--- config.mk ---
export PLATFORM = sky130hd
export DESIGN_NAME = sar_adc_control
export DESIGN_NICKNAME = d
export VERILOG_FILES = /design/src/core/sar_pkg.sv /design/src/core/sar_start_detect.sv /design/src/core/sar_result_mux.sv /design/src/core/sar_adc_control.sv
export SDC_FILE = /design/constraint.sdc
export NUM_CORES = 1
export LEC_CHECK = 0
export BUFFER_PORTS_ARGS = -buffer_cell sky130_fd_sc_hd__buf_4
export CELL_PAD_IN_SITES_DETAIL_PLACEMENT = 1
export CELL_PAD_IN_SITES_GLOBAL_PLACEMENT = 2
export CORE_MARGIN = 2
export CORE_UTILIZATION = 29
export DETAILED_ROUTE_END_ITERATION = 12
export GPL_ROUTABILITY_DRIVEN = 1
export GPL_TIMING_DRIVEN = 0
export PLACE_DENSITY_LB_ADDON = 0.1
export RECOVER_POWER = 50
export SLEW_MARGIN = 5
export SYNTH_ARGS = -nofsm -noshare
export SYNTH_HDL_FRONTEND = slang
export SYNTH_SLANG_ARGS = --single-unit
--- constraint.sdc ---
create_clock -name hclk -period 2.74 [get_ports hclk]
set_input_delay 0.274 -clock hclk [delete_from_list [all_inputs] [get_ports hclk]]
set_output_delay 0.274 -clock hclk [all_outputs]
set_load 0.05 [all_outputs]
--- src/core/sar_pkg.sv ---
`default_nettype none
package sar_pkg;
    // ==================================================================
    // widths and timing
    localparam int unsigned RES_BITS       = 12;
    localparam int unsigned SHORT_BITS     = 8;
    localparam int unsigned CLK_MHZ        = 125;
    localparam int unsigned MIN_LOW_NS     = 25;
    localparam int unsigned MIN_LOW_CYC    =
        (MIN_LOW_NS * CLK_MHZ + 999) / 1000;
    localparam int unsigned THROUGHPUT_US  = 25;
    localparam int unsigned THROUGHPUT_CYC = THROUGHPUT_US * CLK_MHZ;
    localparam int unsigned CYC_PER_BIT    = 128;
    localparam int unsigned ACQ_CYC        = 1024;
    localparam int unsigned SETTLE_CYC     = 2;

    // ==================================================================
    // bus map
    localparam logic [11:0] CTRL_OFF   = 12'h000;
    localparam logic [11:0] STAT_OFF   = 12'h004;
    localparam logic [11:0] RES_OFF    = 12'h008;
    localparam logic [11:0] IRQ_OFF    = 12'h00c;
    localparam logic [11:0] MASK_OFF   = 12'h010;
    localparam int unsigned CTRL_START = 0;
    localparam int unsigned CTRL_SHORT = 1;
    localparam int unsigned IRQ_DONE   = 0;
    localparam int unsigned IRQ_IGN    = 1;
    localparam logic [1:0]  MASK_RST   = 2'h0;

    typedef enum logic [1:0] {
        ST_ACQ    = 2'b00,
        ST_DECIDE = 2'b01,
        ST_LATCH  = 2'b11
    } conv_state_e;

    // analog switch settings: 1 = reference/input, 0 = ground
    typedef struct packed {
        logic                msb_cap_switch;
        logic [RES_BITS-2:0] lower_switches;
        logic                comparator_zero_switch;
        logic                sample_input;
    } cap_ctrl_s;

    typedef struct packed {
        logic                rd_conv_n;
        logic                chip_en;
        logic                chip_sel_n;
        logic                width_full;
        logic                byte_addr_short_cycle;
    } ctrl_pins_s;
endpackage : sar_pkg
`default_nettype wire

--- src/core/sar_start_detect.sv ---
`default_nettype none
// ======================================================================
// start edge detector with minimum low-time qualifier
module sar_start_detect #(
    parameter int unsigned MIN_LOW = sar_pkg::MIN_LOW_CYC
) (
    input  wire logic hclk,
    input  wire logic hresetn,
    input  wire logic start_ok,
    input  wire logic busy,
    output logic      start_pulse
);
    typedef struct packed {
        logic [7:0] low_cnt;
    } st_s;
    st_s q, d;

    // count cycles the start condition has been held
    always_comb
    begin
        d = q;
        if (start_ok && q.low_cnt != 8'hff)
            d.low_cnt = q.low_cnt + 8'h01;
        else if (!start_ok)
            d.low_cnt = 8'h00;
    end

    always_ff @(posedge hclk or negedge hresetn)
    begin
        if (!hresetn)
            q <= '0;
        else
            q <= d;
    end

    // start fires once the low has lasted the minimum; busy blocks it
    assign start_pulse = start_ok && !busy &&
        (q.low_cnt == 8'(MIN_LOW - 1));
endmodule // sar_start_detect
`default_nettype wire

--- src/core/sar_result_mux.sv ---
`default_nettype none
// ======================================================================
// output word formatting and three-state enables
module sar_result_mux (
    input  wire logic        hclk,
    input  wire logic        hresetn,
    input  wire logic [11:0] result,
    input  wire logic        read_en,
    input  wire logic        width_full,
    input  wire logic        byte_sel,
    output logic      [11:0] result_bits_o,
    output logic      [11:0] result_bits_oe_n
);
    typedef struct packed {
        logic [11:0] data;
        logic [11:0] oe_n;
    } st_s;
    st_s q, d;

    // 8-bit read: high byte on top lines, low nibble plus zeros
    always_comb
    begin
        d = q;
        d.oe_n = 12'hfff;
        d.data = result;
        if (read_en)
        begin
            if (width_full)
                d.oe_n = 12'h000;
            else
            begin
                d.oe_n = 12'h00f;
                if (byte_sel)
                    d.data = {result[3:0], 8'h00};
            end
        end
    end

    always_ff @(posedge hclk or negedge hresetn)
    begin
        if (!hresetn)
            q <= {12'h000, 12'hfff};
        else
            q <= d;
    end

    assign result_bits_o    = q.data;
    assign result_bits_oe_n = q.oe_n;
endmodule // sar_result_mux
`default_nettype wire

--- src/core/sar_adc_control.sv ---
// Implementation choices: the AHB-Lite slave port and the placing of the registers.
`default_nettype none
// Overview of operation
// falling convert edge holds input and starts; low must last 25ns
// busy stays high until the result is latched to outputs
// data pins are high impedance throughout a conversion
// start requests are ignored while busy is high
// acquisition resumes as soon as bit decisions finish
// conversion plus acquisition fits in 25us
// host picks 8 or 12 bits, starts, then reads whole or bytes
// stand-alone: select and byte lines low, enable and width high
// stand-alone outputs enabled only with convert line high, not busy
// outputs float on falling edge, return after conversion ends
// positive pulse reads previous result then starts a new one
// sampling: msb switch to input, others ground, zero switch closed
// each bit tried at reference then kept by comparator decision
// byte line latched at start; high gives 8 bits, low nibble zero
// width high drives twelve bits; low chooses byte by byte line
// cycles per bit chosen so the throughput limit is met
module sar_adc_control #(
    parameter int unsigned CYC_PER_BIT = sar_pkg::CYC_PER_BIT,
    parameter int unsigned ACQ_CYC     = sar_pkg::ACQ_CYC
) (
    input  wire logic                hclk,
    input  wire logic                hresetn,
    input  wire logic [31:0]         haddr,
    input  wire logic [1:0]          htrans,
    input  wire logic                hwrite,
    input  wire logic [2:0]          hsize,
    input  wire logic                hsel,
    input  wire logic                hready,
    input  wire logic [31:0]         hwdata,
    output logic      [31:0]         hrdata,
    output logic                     hreadyout,
    output logic                     hresp,
    input  wire sar_pkg::ctrl_pins_s pins,
    input  wire logic                comparator_high,
    output sar_pkg::cap_ctrl_s       caps,
    output logic                     busy,
    output logic      [11:0]         result_bits_o,
    output logic      [11:0]         result_bits_oe_n,
    output logic                     irq
);
    // ==================================================================
    // state
    typedef struct packed {
        sar_pkg::conv_state_e st;
        logic [11:0]          sar;
        logic [11:0]          result;
        logic [3:0]           bit_idx;
        logic [15:0]          cnt;
        logic                 short_cyc;
        logic                 busy;
        logic                 acquiring;
        logic                 sw_start;
        logic                 sw_short;
        logic                 rd_conv_q;
        logic [1:0]           irq_stat;
        logic [1:0]           irq_mask;
        logic                 dph_valid;
        logic                 dph_write;
        logic [11:0]          dph_addr;
        logic [31:0]          rdata;
    } st_s;
    st_s q, d;

    logic pin_pulse;
    logic start_pulse;
    logic sel_ok;
    logic sw_req;
    logic pin_req;
    logic [3:0] last_bit;

    // chip selected; in stand-alone these are tied active
    assign sel_ok  = pins.chip_en && !pins.chip_sel_n;
    assign pin_req = sel_ok && !pins.rd_conv_n;
    assign sw_req  = q.sw_start;
    // register start is one cycle wide, so it skips the low-time count
    assign start_pulse = pin_pulse || (sw_req && !q.busy);
    assign last_bit = q.short_cyc ? 4'(sar_pkg::RES_BITS -
        sar_pkg::SHORT_BITS) : 4'h0;

    sar_start_detect #(
        .MIN_LOW (sar_pkg::MIN_LOW_CYC)
    ) u_start (
        .hclk        (hclk),
        .hresetn     (hresetn),
        .start_ok    (pin_req),
        .busy        (q.busy),
        .start_pulse (pin_pulse)
    );

    // ==================================================================
    // conversion sequencer, bus slave and interrupt status
    always_comb
    begin
        logic [1:0] irq_set;
        irq_set = 2'b00;
        d = q;
        d.rd_conv_q = pins.rd_conv_n;
        d.sw_start = 1'b0;
        case (q.st)
            sar_pkg::ST_ACQ:
            begin
                if (q.cnt != 16'h0000)
                    d.cnt = q.cnt - 16'h0001;
                else
                    d.acquiring = 1'b1;
                if (start_pulse)
                begin
                    d.st = sar_pkg::ST_DECIDE;
                    d.busy = 1'b1;
                    d.acquiring = 1'b0;
                    // byte line latched only here
                    d.short_cyc = sw_req ? q.sw_short
                        : pins.byte_addr_short_cycle;
                    d.bit_idx = 4'(sar_pkg::RES_BITS - 1);
                    d.sar = 12'h800;
                    d.cnt = 16'(CYC_PER_BIT - 1);
                end
            end
            sar_pkg::ST_DECIDE:
            begin
                if (q.cnt != 16'h0000)
                    d.cnt = q.cnt - 16'h0001;
                else
                begin
                    // keep or drop the trial bit, then try next
                    if (!comparator_high)
                        d.sar[q.bit_idx] = 1'b0;
                    if (q.bit_idx == last_bit)
                    begin
                        d.st = sar_pkg::ST_LATCH;
                        d.acquiring = 1'b1;
                        d.cnt = 16'(sar_pkg::SETTLE_CYC - 1);
                    end
                    else
                    begin
                        d.bit_idx = q.bit_idx - 4'h1;
                        d.sar[q.bit_idx - 4'h1] = 1'b1;
                        d.cnt = 16'(CYC_PER_BIT - 1);
                    end
                end
            end
            sar_pkg::ST_LATCH:
            begin
                // latch first; busy drops one cycle later
                d.result = q.short_cyc ? {q.sar[11:4], 4'h0}
                    : q.sar;
                if (q.cnt != 16'h0000)
                    d.cnt = q.cnt - 16'h0001;
                else
                begin
                    d.busy = 1'b0;
                    d.st = sar_pkg::ST_ACQ;
                    irq_set[sar_pkg::IRQ_DONE] = 1'b1;
                    d.cnt = 16'(ACQ_CYC - 1);
                end
            end
            default:
                d.st = sar_pkg::ST_ACQ;
        endcase

        // start attempt while busy is counted as ignored
        if (q.busy && ((q.rd_conv_q && !pins.rd_conv_n && sel_ok) ||
            sw_req))
            irq_set[sar_pkg::IRQ_IGN] = 1'b1;

        // data phase: read data from a register, writes take effect
        d.dph_valid = 1'b0;
        if (q.dph_valid && q.dph_write)
        begin
            if (q.dph_addr == sar_pkg::CTRL_OFF)
            begin
                d.sw_start = hwdata[sar_pkg::CTRL_START];
                d.sw_short = hwdata[sar_pkg::CTRL_SHORT];
            end
            else if (q.dph_addr == sar_pkg::MASK_OFF)
                d.irq_mask = hwdata[1:0];
        end
        if (hsel && hready && htrans[1])
        begin
            d.dph_valid = 1'b1;
            d.dph_write = hwrite;
            d.dph_addr = haddr[11:0];
            d.rdata = 32'h0000_0000;
            if (haddr[11:0] == sar_pkg::CTRL_OFF)
                d.rdata = {30'h0, q.sw_short, 1'b0};
            else if (haddr[11:0] == sar_pkg::STAT_OFF)
                d.rdata = {29'h0, q.short_cyc, q.acquiring, q.busy};
            else if (haddr[11:0] == sar_pkg::RES_OFF)
                d.rdata = {20'h0, q.result};
            else if (haddr[11:0] == sar_pkg::IRQ_OFF)
            begin
                d.rdata = {30'h0, q.irq_stat};
                if (!hwrite)
                    d.irq_stat = 2'b00;
            end
            else if (haddr[11:0] == sar_pkg::MASK_OFF)
                d.rdata = {30'h0, q.irq_mask};
        end
        // clear on read; a same-cycle set still wins
        d.irq_stat = d.irq_stat | irq_set;
    end

    always_ff @(posedge hclk or negedge hresetn)
    begin
        if (!hresetn)
        begin
            q <= '0;
            q.st <= sar_pkg::ST_ACQ;
            q.irq_mask <= sar_pkg::MASK_RST;
            q.rd_conv_q <= 1'b1;
        end
        else
            q <= d;
    end

    // ==================================================================
    // analog switches: track input outside decisions
    always_comb
    begin
        caps = '0;
        if (q.st == sar_pkg::ST_DECIDE)
        begin
            caps.msb_cap_switch = q.sar[11];
            caps.lower_switches = q.sar[10:0];
        end
        else
        begin
            caps.msb_cap_switch = 1'b1;
            caps.comparator_zero_switch = 1'b1;
            caps.sample_input = 1'b1;
        end
    end

    // ==================================================================
    // output buffers: read line high and not busy
    sar_result_mux u_mux (
        .hclk             (hclk),
        .hresetn          (hresetn),
        .result           (q.result),
        .read_en          (sel_ok && pins.rd_conv_n && !q.busy &&
                           !start_pulse),
        .width_full       (pins.width_full),
        .byte_sel         (pins.byte_addr_short_cycle),
        .result_bits_o    (result_bits_o),
        .result_bits_oe_n (result_bits_oe_n)
    );

    assign busy      = q.busy;
    assign hrdata    = q.rdata;
    assign hreadyout = 1'b1;
    assign hresp     = 1'b0;
    assign irq       = |(q.irq_stat & q.irq_mask);
endmodule // sar_adc_control
`default_nettype wire

### After elaboration in Yosys (flattened, before gate mapping)

Index checks and enable logic that the tools add are counted.

| word-level totals | value |
|---|---|
| output and inout bits | 74 |
| bits in latches | 0 |
| memory bits (writable) | 0 |
| memories | 0 |
| memory bits (read-only) | 0 |
| input port bits | 80 |
| flip-flop bits (word level) | 134 |

| operators by class | value |
|---|---|
| divide/modulo/power cells | 0 |
| equality and inequality tests | 18 |
| order comparisons | 4 |
| add/subtract/negate cells | 3 |
| shift-type cells | 0 |
| mux-type cells | 58 |
| reductions and logical operators | 40 |
| bitwise logic cells | 6 |
| $mul | 0 |

Operators by type and width:

| kind | count |
|---|---|
| 12-bit two-way mux | 9 |
| 16-bit two-way mux | 3 |
| 16-bit one-hot mux with 3 select lines | 1 |
| 46-bit two-way mux | 1 |
| 14-bit two-way mux | 2 |
| 2-bit two-way mux | 13 |
| 12-bit by 4-bit == test with 1-bit output (second input constant) | 2 |
| 12-bit by 5-bit == test with 1-bit output (second input constant) | 2 |
| 12-bit zero test | 2 |
| 24-bit two-way mux | 1 |
| 12-bit one-hot mux with 2 select lines | 1 |
| 23-bit two-way mux | 1 |
| 1-bit logical AND | 17 |
| 4-bit two-way mux | 4 |
| 8-bit two-way mux | 2 |
| 16-bit nonzero test | 1 |
| 16-bit by 1-bit subtractor with 16-bit output (second input constant) | 1 |
| 12-bit bitwise AND | 1 |
| 12-bit by 3-bit == test with 1-bit output (second input constant) | 1 |
| 2-bit != test (second input constant) | 6 |
| 12-bit inverter | 1 |
| 12-bit bitwise OR | 1 |
| 4-bit AND reduction | 3 |
| 1-bit two-way mux | 11 |
| 28 further kinds | 42 |

### Logic depth before layout (Yosys ltp)

Gate-level depths: netlist of run 1.

| logic depth | value |
|---|---|
| word-level depth | 13 |
| depth in mapped cells | 9 |
| mapped depth without buffers | 8 |

### By module

From an unflattened synthesis of run 1, not the netlist that was laid out.

| unflattened totals | value |
|---|---|
| cell total of the unflattened synthesis | 540 |
| area, all modules | 5452.7 µm² |

Modules (own cells, without submodules):

| module | times used | area each (µm²) | cells an instance | seq. area each (µm²) |
|---|---|---|---|---|
| sar_adc_control | 1 | 4416.7 | 452 | 2053.2 |
| sar_result_mux | 1 | 579.3 | 40 | 352.8 |
| sar_start_detect | 1 | 456.7 | 48 | 200.2 |

### Worst setup path before layout of run 1

No wires, ideal clock.

| timing | value |
|---|---|
| path kind | flip-flop to flip-flop |
| start | reg q[60] (netlist bit) |
| end | reg q[72] (netlist bit) |
| arrival time | 2.507 ns |
| buffers on the path | 1 |
| setup time | 0.121 ns |
| cell stages (with the launch flop) | 8 |
| clock period less this slack | 2.628 ns |
| path slack | 0.112 ns |
| path through | dfrtp_1 > or4_4 > or4b_4 > or2_0 > buf_6 > a211oi_4 > nand2_1 > a22o_1 |

| on the way | value |
|---|---|
| longest elaborated chain between the ends | 3 |

Ends and longest elaborated chain:

| element | RTL line | source |
|---|---|---|
| start: declaration | sar_adc_control.sv:65 | `st_s q, d;` |
| 16-bit nonzero test | sar_adc_control.sv:124 | `if (q.cnt != 16'h0000)` |
| 2-bit != test (no source line) | -- |  |
| 4-bit AND reduction (no source line) | -- |  |

Every way passes these cells.
A chain may end at the register's enable or synchronous reset.

### Worst setup path in the final report of run 1

| timing | value |
|---|---|
| start | reg q[60] (netlist bit) |
| end | reg q[96] (netlist bit) |

| on the way | value |
|---|---|
| longest elaborated chain between the ends | 3 |

Ends and longest elaborated chain:

| element | RTL line |
|---|---|
| 16-bit nonzero test | sar_adc_control.sv:124 |
| 2-bit != test (no source line) | -- |
| 3-bit AND reduction (no source line) | -- |

Every way passes these cells.

==> reports/qor.yml, run 1 <==
drive_above_1_share_pct: 29.9
cp.arrival_ns: 2.93
hold_ws_ns: 0.0310
start_util_pct: 29.3
cp-end-kind: "register"
die_area_sq_um: 19800
slew_viol_final: 0
finalSetupViolCount: 0
crit_path_max_fanout: 7
fill_cells: 2123
dpl_cell_area_sq_um: 6380
vdd_drop_max_mv: 0.285
area_delta_synth_final_pct: 26.1
clock_path_buffers: 2
ys_ff_latch: 104
track_usage_pct: 17.1
tightest_slew_ns: 1.01
syn_area_per_cell_sq_um: 9.88
hold_path_class: "in2async"
yosysMostFrequentCell: "dfrtp_1"
grt_pass1_vias: 4759
reg2reg_depth: 8
synth_cell_types: 65
skew_ns: 0.00846
fp.dieH_um: 141
antenna_found_initial: 0
synth_top_cell_by_area: "dfrtp_1"
hold_viol: 0
period_needed_ns: 2.70
path_class: "reg2reg"
status: "completed"
cts_made_buffers: 9
drt_iter0_markers: 215
ant_nets: 0
ys_warn_count: 0
diodes: 0
grt_max_degree: 105
finalNonFillerCells: 904
synth_top_area_share_pct: 46.6
slew_headroom_pct: 32.5
io_buffers: 76
num_io_pins: 154
dr.pass1.iters: 6
ys_async_sr_fraction_pct: 100
ys.flop_type: "dfrtp_1"
leakage_nw: 3.21
synthesis.area_sq_um: 5420
cts_num_sinks: 104
reg2reg_to: "q[96]$_DFFE_PN0P_"
fin_area_sq_um: 6840
r2r-start: "q[60]$_DFFE_PN0P_"
clk_pin_slew_worst_paths_ns: 0.08
synth_edf_count: 0
fp-row-count: 50
dpl.cell_count: 880
cts_tree: "yes"
synth_area_leaders: "dfrtp_1, buf_4, mux2_2"
wl_per_cell_um: 18.1
cts-hold-fix-buffers: 0
die_x_um: 141
grt_overflow: 0
num_vias: 4450
yosys-top-cells-count: "dfrtp_1, nand2_1, buf_4, o21ai_0"
rsz0062_at_grt: "yes"
timing.fmax_ghz: 0.371
worstSetupStartpointType: "register"
tns_ns: 0
syn-instance-count: 549
gp_congestion: 0.792
drv_cap: 0
total_power_mw: 3.16
worstPathRequired_ns: 2.98
dp_hpwl_um: 12100
vias_per_cell: 4.92
cts-root-buf: "clkbuf_16"
core-area_sq_um: 18500
final_nets: 752
htreeDepth: 3
clock_latency_ns: 0.35
routed_wirelength_um: 16400
post-route-period-util_pct: 98.4
p_per_area_nw_per_um2: 461
grt_pass1_wl_um: 26600
yosysSeqAreaShare_pct: 48.1
drc_errors: 0
rrSetupSlack_ns: 0.04
==> worst max-delay path by stage <==
stage                     depth (start not counted)              start  slack (ns)                 to
after floorplan                                   7  q[60]$_DFFE_PN0P_        0.11  q[72]$_DFFE_PN0P_
after global placement                            7  q[60]$_DFFE_PN0P_       -0.34  q[68]$_DFFE_PN0P_
after detailed placement                          7  q[60]$_DFFE_PN0P_       -0.40  q[68]$_DFFE_PN0P_
after CTS                                         8  q[60]$_DFFE_PN0P_      -0.009  q[91]$_DFFE_PN0P_
after global routing                              6  q[60]$_DFFE_PN0P_       -0.04  q[57]$_DFFE_PN0P_
final                                             8  q[60]$_DFFE_PN0P_        0.04  q[96]$_DFFE_PN0P_
==> power by group <==
part           switching (mW)  total [mW]  internal [mW]
registers              0.0228        1.60           1.58
clock network           0.613        1.29          0.673
logic                   0.176       0.272         0.0962
total                   0.811        3.16           2.34
==> sequential cells by signal, summed over array words and instances (netlist names) <==
signal and count:
busy 1, hrdata 12, q 68, sw_req 1
u_mux.result_bits_o 12, u_mux.result_bits_oe_n 2, u_start.q 8
==> stage by stage <==
step	setup WS, ns	util [%]
after floorplan	0.112	-
after global placement	-0.336	34.4
after detailed placement	-0.398	34.4
after CTS	-0.00909	36.6
after global routing	-0.0442	36.9
final	0.0447	36.9
==> cells in the final DEF (no fill, tap or decap), types with 4 or more instances in the layout <==
master	count
inv_1	15
or3_1	4
a31oi_1	5
nor2_1	28
mux2_2	27
dfrtp_1	100
o21ai_2	5
clkbuf_1	22
nand2_1	49
nand4_1	5
a21oi_1	33
nand2b_1	6
o21ai_1	6
nand3_1	14
nor3_1	8
a22o_1	13
nor4_1	6
ha_1	7
buf_4	120
nor2_2	4
and3_1	13
xnor2_1	7
nor2b_1	6
conb_1	22
nor3b_1	6
o21ai_0	34
clkbuf_16	10
and2_1	11
o31ai_1	4
o21a_1	5
==> logic make-up after synthesis <==
family / synth area share [%]
AND/OR/NAND/NOR: 17.1
AO/OA/AOI/OAI: 16.6
flip-flops: 48.1
other: 0.138
multiplexers: 5.79
XOR/XNOR: 1.62
buffers and inverters: 9.11
adder cells (fa/ha/maj): 1.62
==> cell type report <==
| type | instances | area (sq um) | area share [%] |
|---|---|---|---|
| sequential | 104 | 2610 | 38.1 |
| inverter | 16 | 60.1 | 0.878 |
| buffer | 65 | 447 | 6.53 |
| tap | 234 | 293 | 4.28 |
| timing repair buffer | 86 | 633 | 9.26 |
| multi-input combinational | 383 | 2510 | 36.7 |
| clock buffer | 11 | 253 | 3.70 |
| clock inverter | 5 | 38.8 | 0.567 |
==> repair_timing <==
action | 4_1_cts | 5_1_grt
buffers inserted | 6 | 2
gates cloned | 0 | 1
setup endpoints to repair | 35 | 34
pin swaps | 1 | 3
gates resized for setup | 15 | 27
==> worst max-delay path, cell delays in order (launching register included) <==
cell and delay (ns):
dfrtp_1 0.39, or4_4 0.55, or4b_4 0.54, or2_1 0.24, buf_6 0.13, a211o_4 0.40
buf_8 0.16, o21ai_2 0.12, nand2_1 0.06
==> routing by layer <==
metal / part of all wire [%] / vias to the layer above / global-route usage (%) / routed length [um]
met5: 0 / - / 0 / 0
met4: 1.4 / 0 / 5.05 / 233
met3: 4.4 / 17 / 3.33 / 715
met2: 47 / 91 / 27.5 / 7640
met1: 48 / 2218 / 23.5 / 7810
li1: - / 2124 / - / -
(Power assumes the default switching activity.)
==> run 2, diff against run 1 <==
==> constraint.sdc (replaced) <==
create_clock -name hclk -period 2.74 [get_ports hclk]
set_input_delay 0.411 -clock hclk [delete_from_list [all_inputs] [get_ports hclk]]
set_output_delay 0.411 -clock hclk [all_outputs]
set_load 0.05 [all_outputs]
==> run 2 against run 1 <==
Net effect: non-clock buffer count is 1 lower; critical path depth unchanged; largest power group unchanged; hold slack better by 0.14 ns; first-iteration DRC count decreased by 19%; largest cell class unchanged; cell count shrank 0.11%; critical endpoint unchanged; flip-flop and latch count stayed put.
==> reports/qor.yml, run 2 (synthesis results as in run 1) <==
status: "completed"
finalNonFillerCells: 903  # -0.11%
cp-startpoint: "q[60]$_DFFE_PN0P_"
drv_cap: 0  # unchanged
clk_pin_slew_worst_paths_ns: 0.08  # about the same
cts_tree: "yes"
tightest_slew_ns: 1.01  # +0.00121 ns
clock_latency_ns: 0.35  # about the same
start_util_pct: 29.3  # unchanged
cts-root-buf: "clkbuf_16"
rsz0062_at_grt: "yes"
drt_iter0_markers: 175  # -19%
fp.dieH_um: 141  # unchanged
dpl_cell_area_sq_um: 6380  # unchanged
vdd_drop_max_mv: 0.287  # +0.65%
clock_path_buffers: 2  # unchanged
vias_per_cell: 4.91  # -0.23%
grt_pass1_vias: 4759  # unchanged
drive_above_1_share_pct: 30.0  # +0.19 points
cp.arrival_ns: 2.92  # about the same
slew_headroom_pct: 32.4  # -0.081 points
cts_made_buffers: 9  # unchanged
worstSetupStartpointType: "register"
skew_ns: 0.00826  # -0.000197 ns
slowest_stage: "or4_4"
dpl.cell_count: 880  # unchanged
grt_max_degree: 105  # unchanged
top_register: "q"
finalSetupViolCount: 0  # unchanged
grt_overflow: 0  # unchanged
leakage_nw: 3.21  # +0.13%
dp_hpwl_um: 12100  # unchanged
cp-end-kind: "register"
cp_top_family: "simple AND/OR/NAND/NOR gates"
num_vias: 4435  # -0.34%
antenna_found_initial: 0  # unchanged
slowest_delay_ns: 0.55  # about the same
slew_viol_final: 0  # unchanged
final_common_cell: "buf_4"
worstPathRequired_ns: 2.98  # about the same
fin_area_sq_um: 6840  # about the same
rrSetupSlack_ns: 0.05  # about the same
crit_buf_inv: 2  # unchanged
gp_congestion: 0.792  # unchanged
hold_path_class: "in2async"
diodes: 0  # unchanged
dpl_worst_slack_ns: -0.398  # unchanged
tns_ns: 0  # unchanged
path_class: "reg2reg"
wl_per_cell_um: 18.2  # +0.18%
r2r-start: "q[60]$_DFFE_PN0P_"
cts-hold-fix-buffers: 0  # unchanged
io_buffers: 76  # unchanged
cts_num_sinks: 104  # unchanged
core-area_sq_um: 18500  # unchanged
cp.depth: 8  # unchanged
path_cells: "or4_4 -> or4b_4 -> or2_1 -> buf_6 -> a211o_4 -> buf_8 -> o21ai_2 -> nand2_1"
drc_errors: 0  # unchanged
total_power_mw: 3.16  # about the same
reg2reg_depth: 8  # unchanged
die_area_sq_um: 19800  # unchanged
ant_nets: 0  # unchanged
dr.pass1.iters: 4  # -2
htreeDepth: 3  # unchanged
timing.fmax_ghz: 0.372  # +0.36%
num_io_pins: 154  # unchanged
hold_viol: 0  # unchanged
die_x_um: 141  # unchanged
track_usage_pct: 17.1  # unchanged
hold_ws_ns: 0.167  # +0.136 ns
setup_ws_ns: 0.0542  # +0.00958 ns
mostFrequentLayoutCells: "buf_4, dfrtp_1, nand2_1, o21ai_0, a21oi_1"
p_per_area_nw_per_um2: 462  # +0.11%
period_needed_ns: 2.69  # -0.00958 ns
crit_path_max_fanout: 7  # unchanged
fp-row-count: 50  # unchanged
area_delta_synth_final_pct: 26.1  # about the same
fill_cells: 2127  # +0.19%
fin_util_pct: 36.9  # about the same
reg2reg_to: "q[96]$_DFFE_PN0P_"
grt_pass1_wl_um: 26600  # unchanged
largest_register_ffs: 68  # unchanged
post-route-period-util_pct: 98.0  # -0.35 points
final_nets: 751  # -0.13%
routed_wirelength_um: 16400  # about the same
## run 2: cell count changes in the layout (fill, tap and decap cells not counted)
cell	previous run	this run
nor2_2	4	3
clkinv_1	1	0
nor2_1	28	29
o21ai_0	34	37
o21ai_2	5	4
clkbuf_2	2	3
o21ai_1	6	4
clkbuf_1	22	19
buf_4	120	121
clkinvlp_4	1	2
## run 2: where the power goes
part / internal, mW / total, mW / switching [mW]
clock: 0.673 / 1.29 / 0.615
combinational: 0.0962 / 0.272 / 0.176
sequential: 1.58 / 1.60 / 0.0228
total: 2.34 / 3.16 / 0.814
## run 2: worst max-delay path by stage
stage	slack [ns]	endpoint
CTS	-0.009	q[91]$_DFFE_PN0P_
global route	-0.04	q[57]$_DFFE_PN0P_
global placement	-0.34	q[68]$_DFFE_PN0P_
finish	0.05	q[96]$_DFFE_PN0P_
floorplan	0.11	q[72]$_DFFE_PN0P_
detailed placement	-0.40	q[68]$_DFFE_PN0P_
## run 2: final cells by class
type	instances	area, sq um	area share, %
inverters	16	63.8	0.933
multi-input cells	383	2500	36.6
repair buffers	85	633	9.26
well taps	234	293	4.28
flip-flops and latches	104	2610	38.1
clock buffers	11	253	3.70
clock inverters	5	38.8	0.567
plain buffers	65	448	6.55
## run 2: what timing repair did
item	in CTS	in global routing
gates cloned	0	1
endpoints found under the setup margin	36	35
resized for setup	16	24
hold endpoints to repair	0	0
setup buffers	6	1
pin swaps	1	3
## run 2: layer usage
metal | wire, um | global-route usage, % | vias up
li1 | - | - | 2124
met1 | 7870 | 23.5 | 2200
met2 | 7610 | 27.5 | 96
met3 | 695 | 3.33 | 15
met4 | 224 | 5.05 | 0
met5 | 0 | 0 | -
## run 2: worst reg2reg max path: cells and delay by family (launching register included)
kind            cells  cell delay, ns
compound gates      2            0.51
buf+inv             2            0.29
flops               1            0.39
simple gates        4            1.39
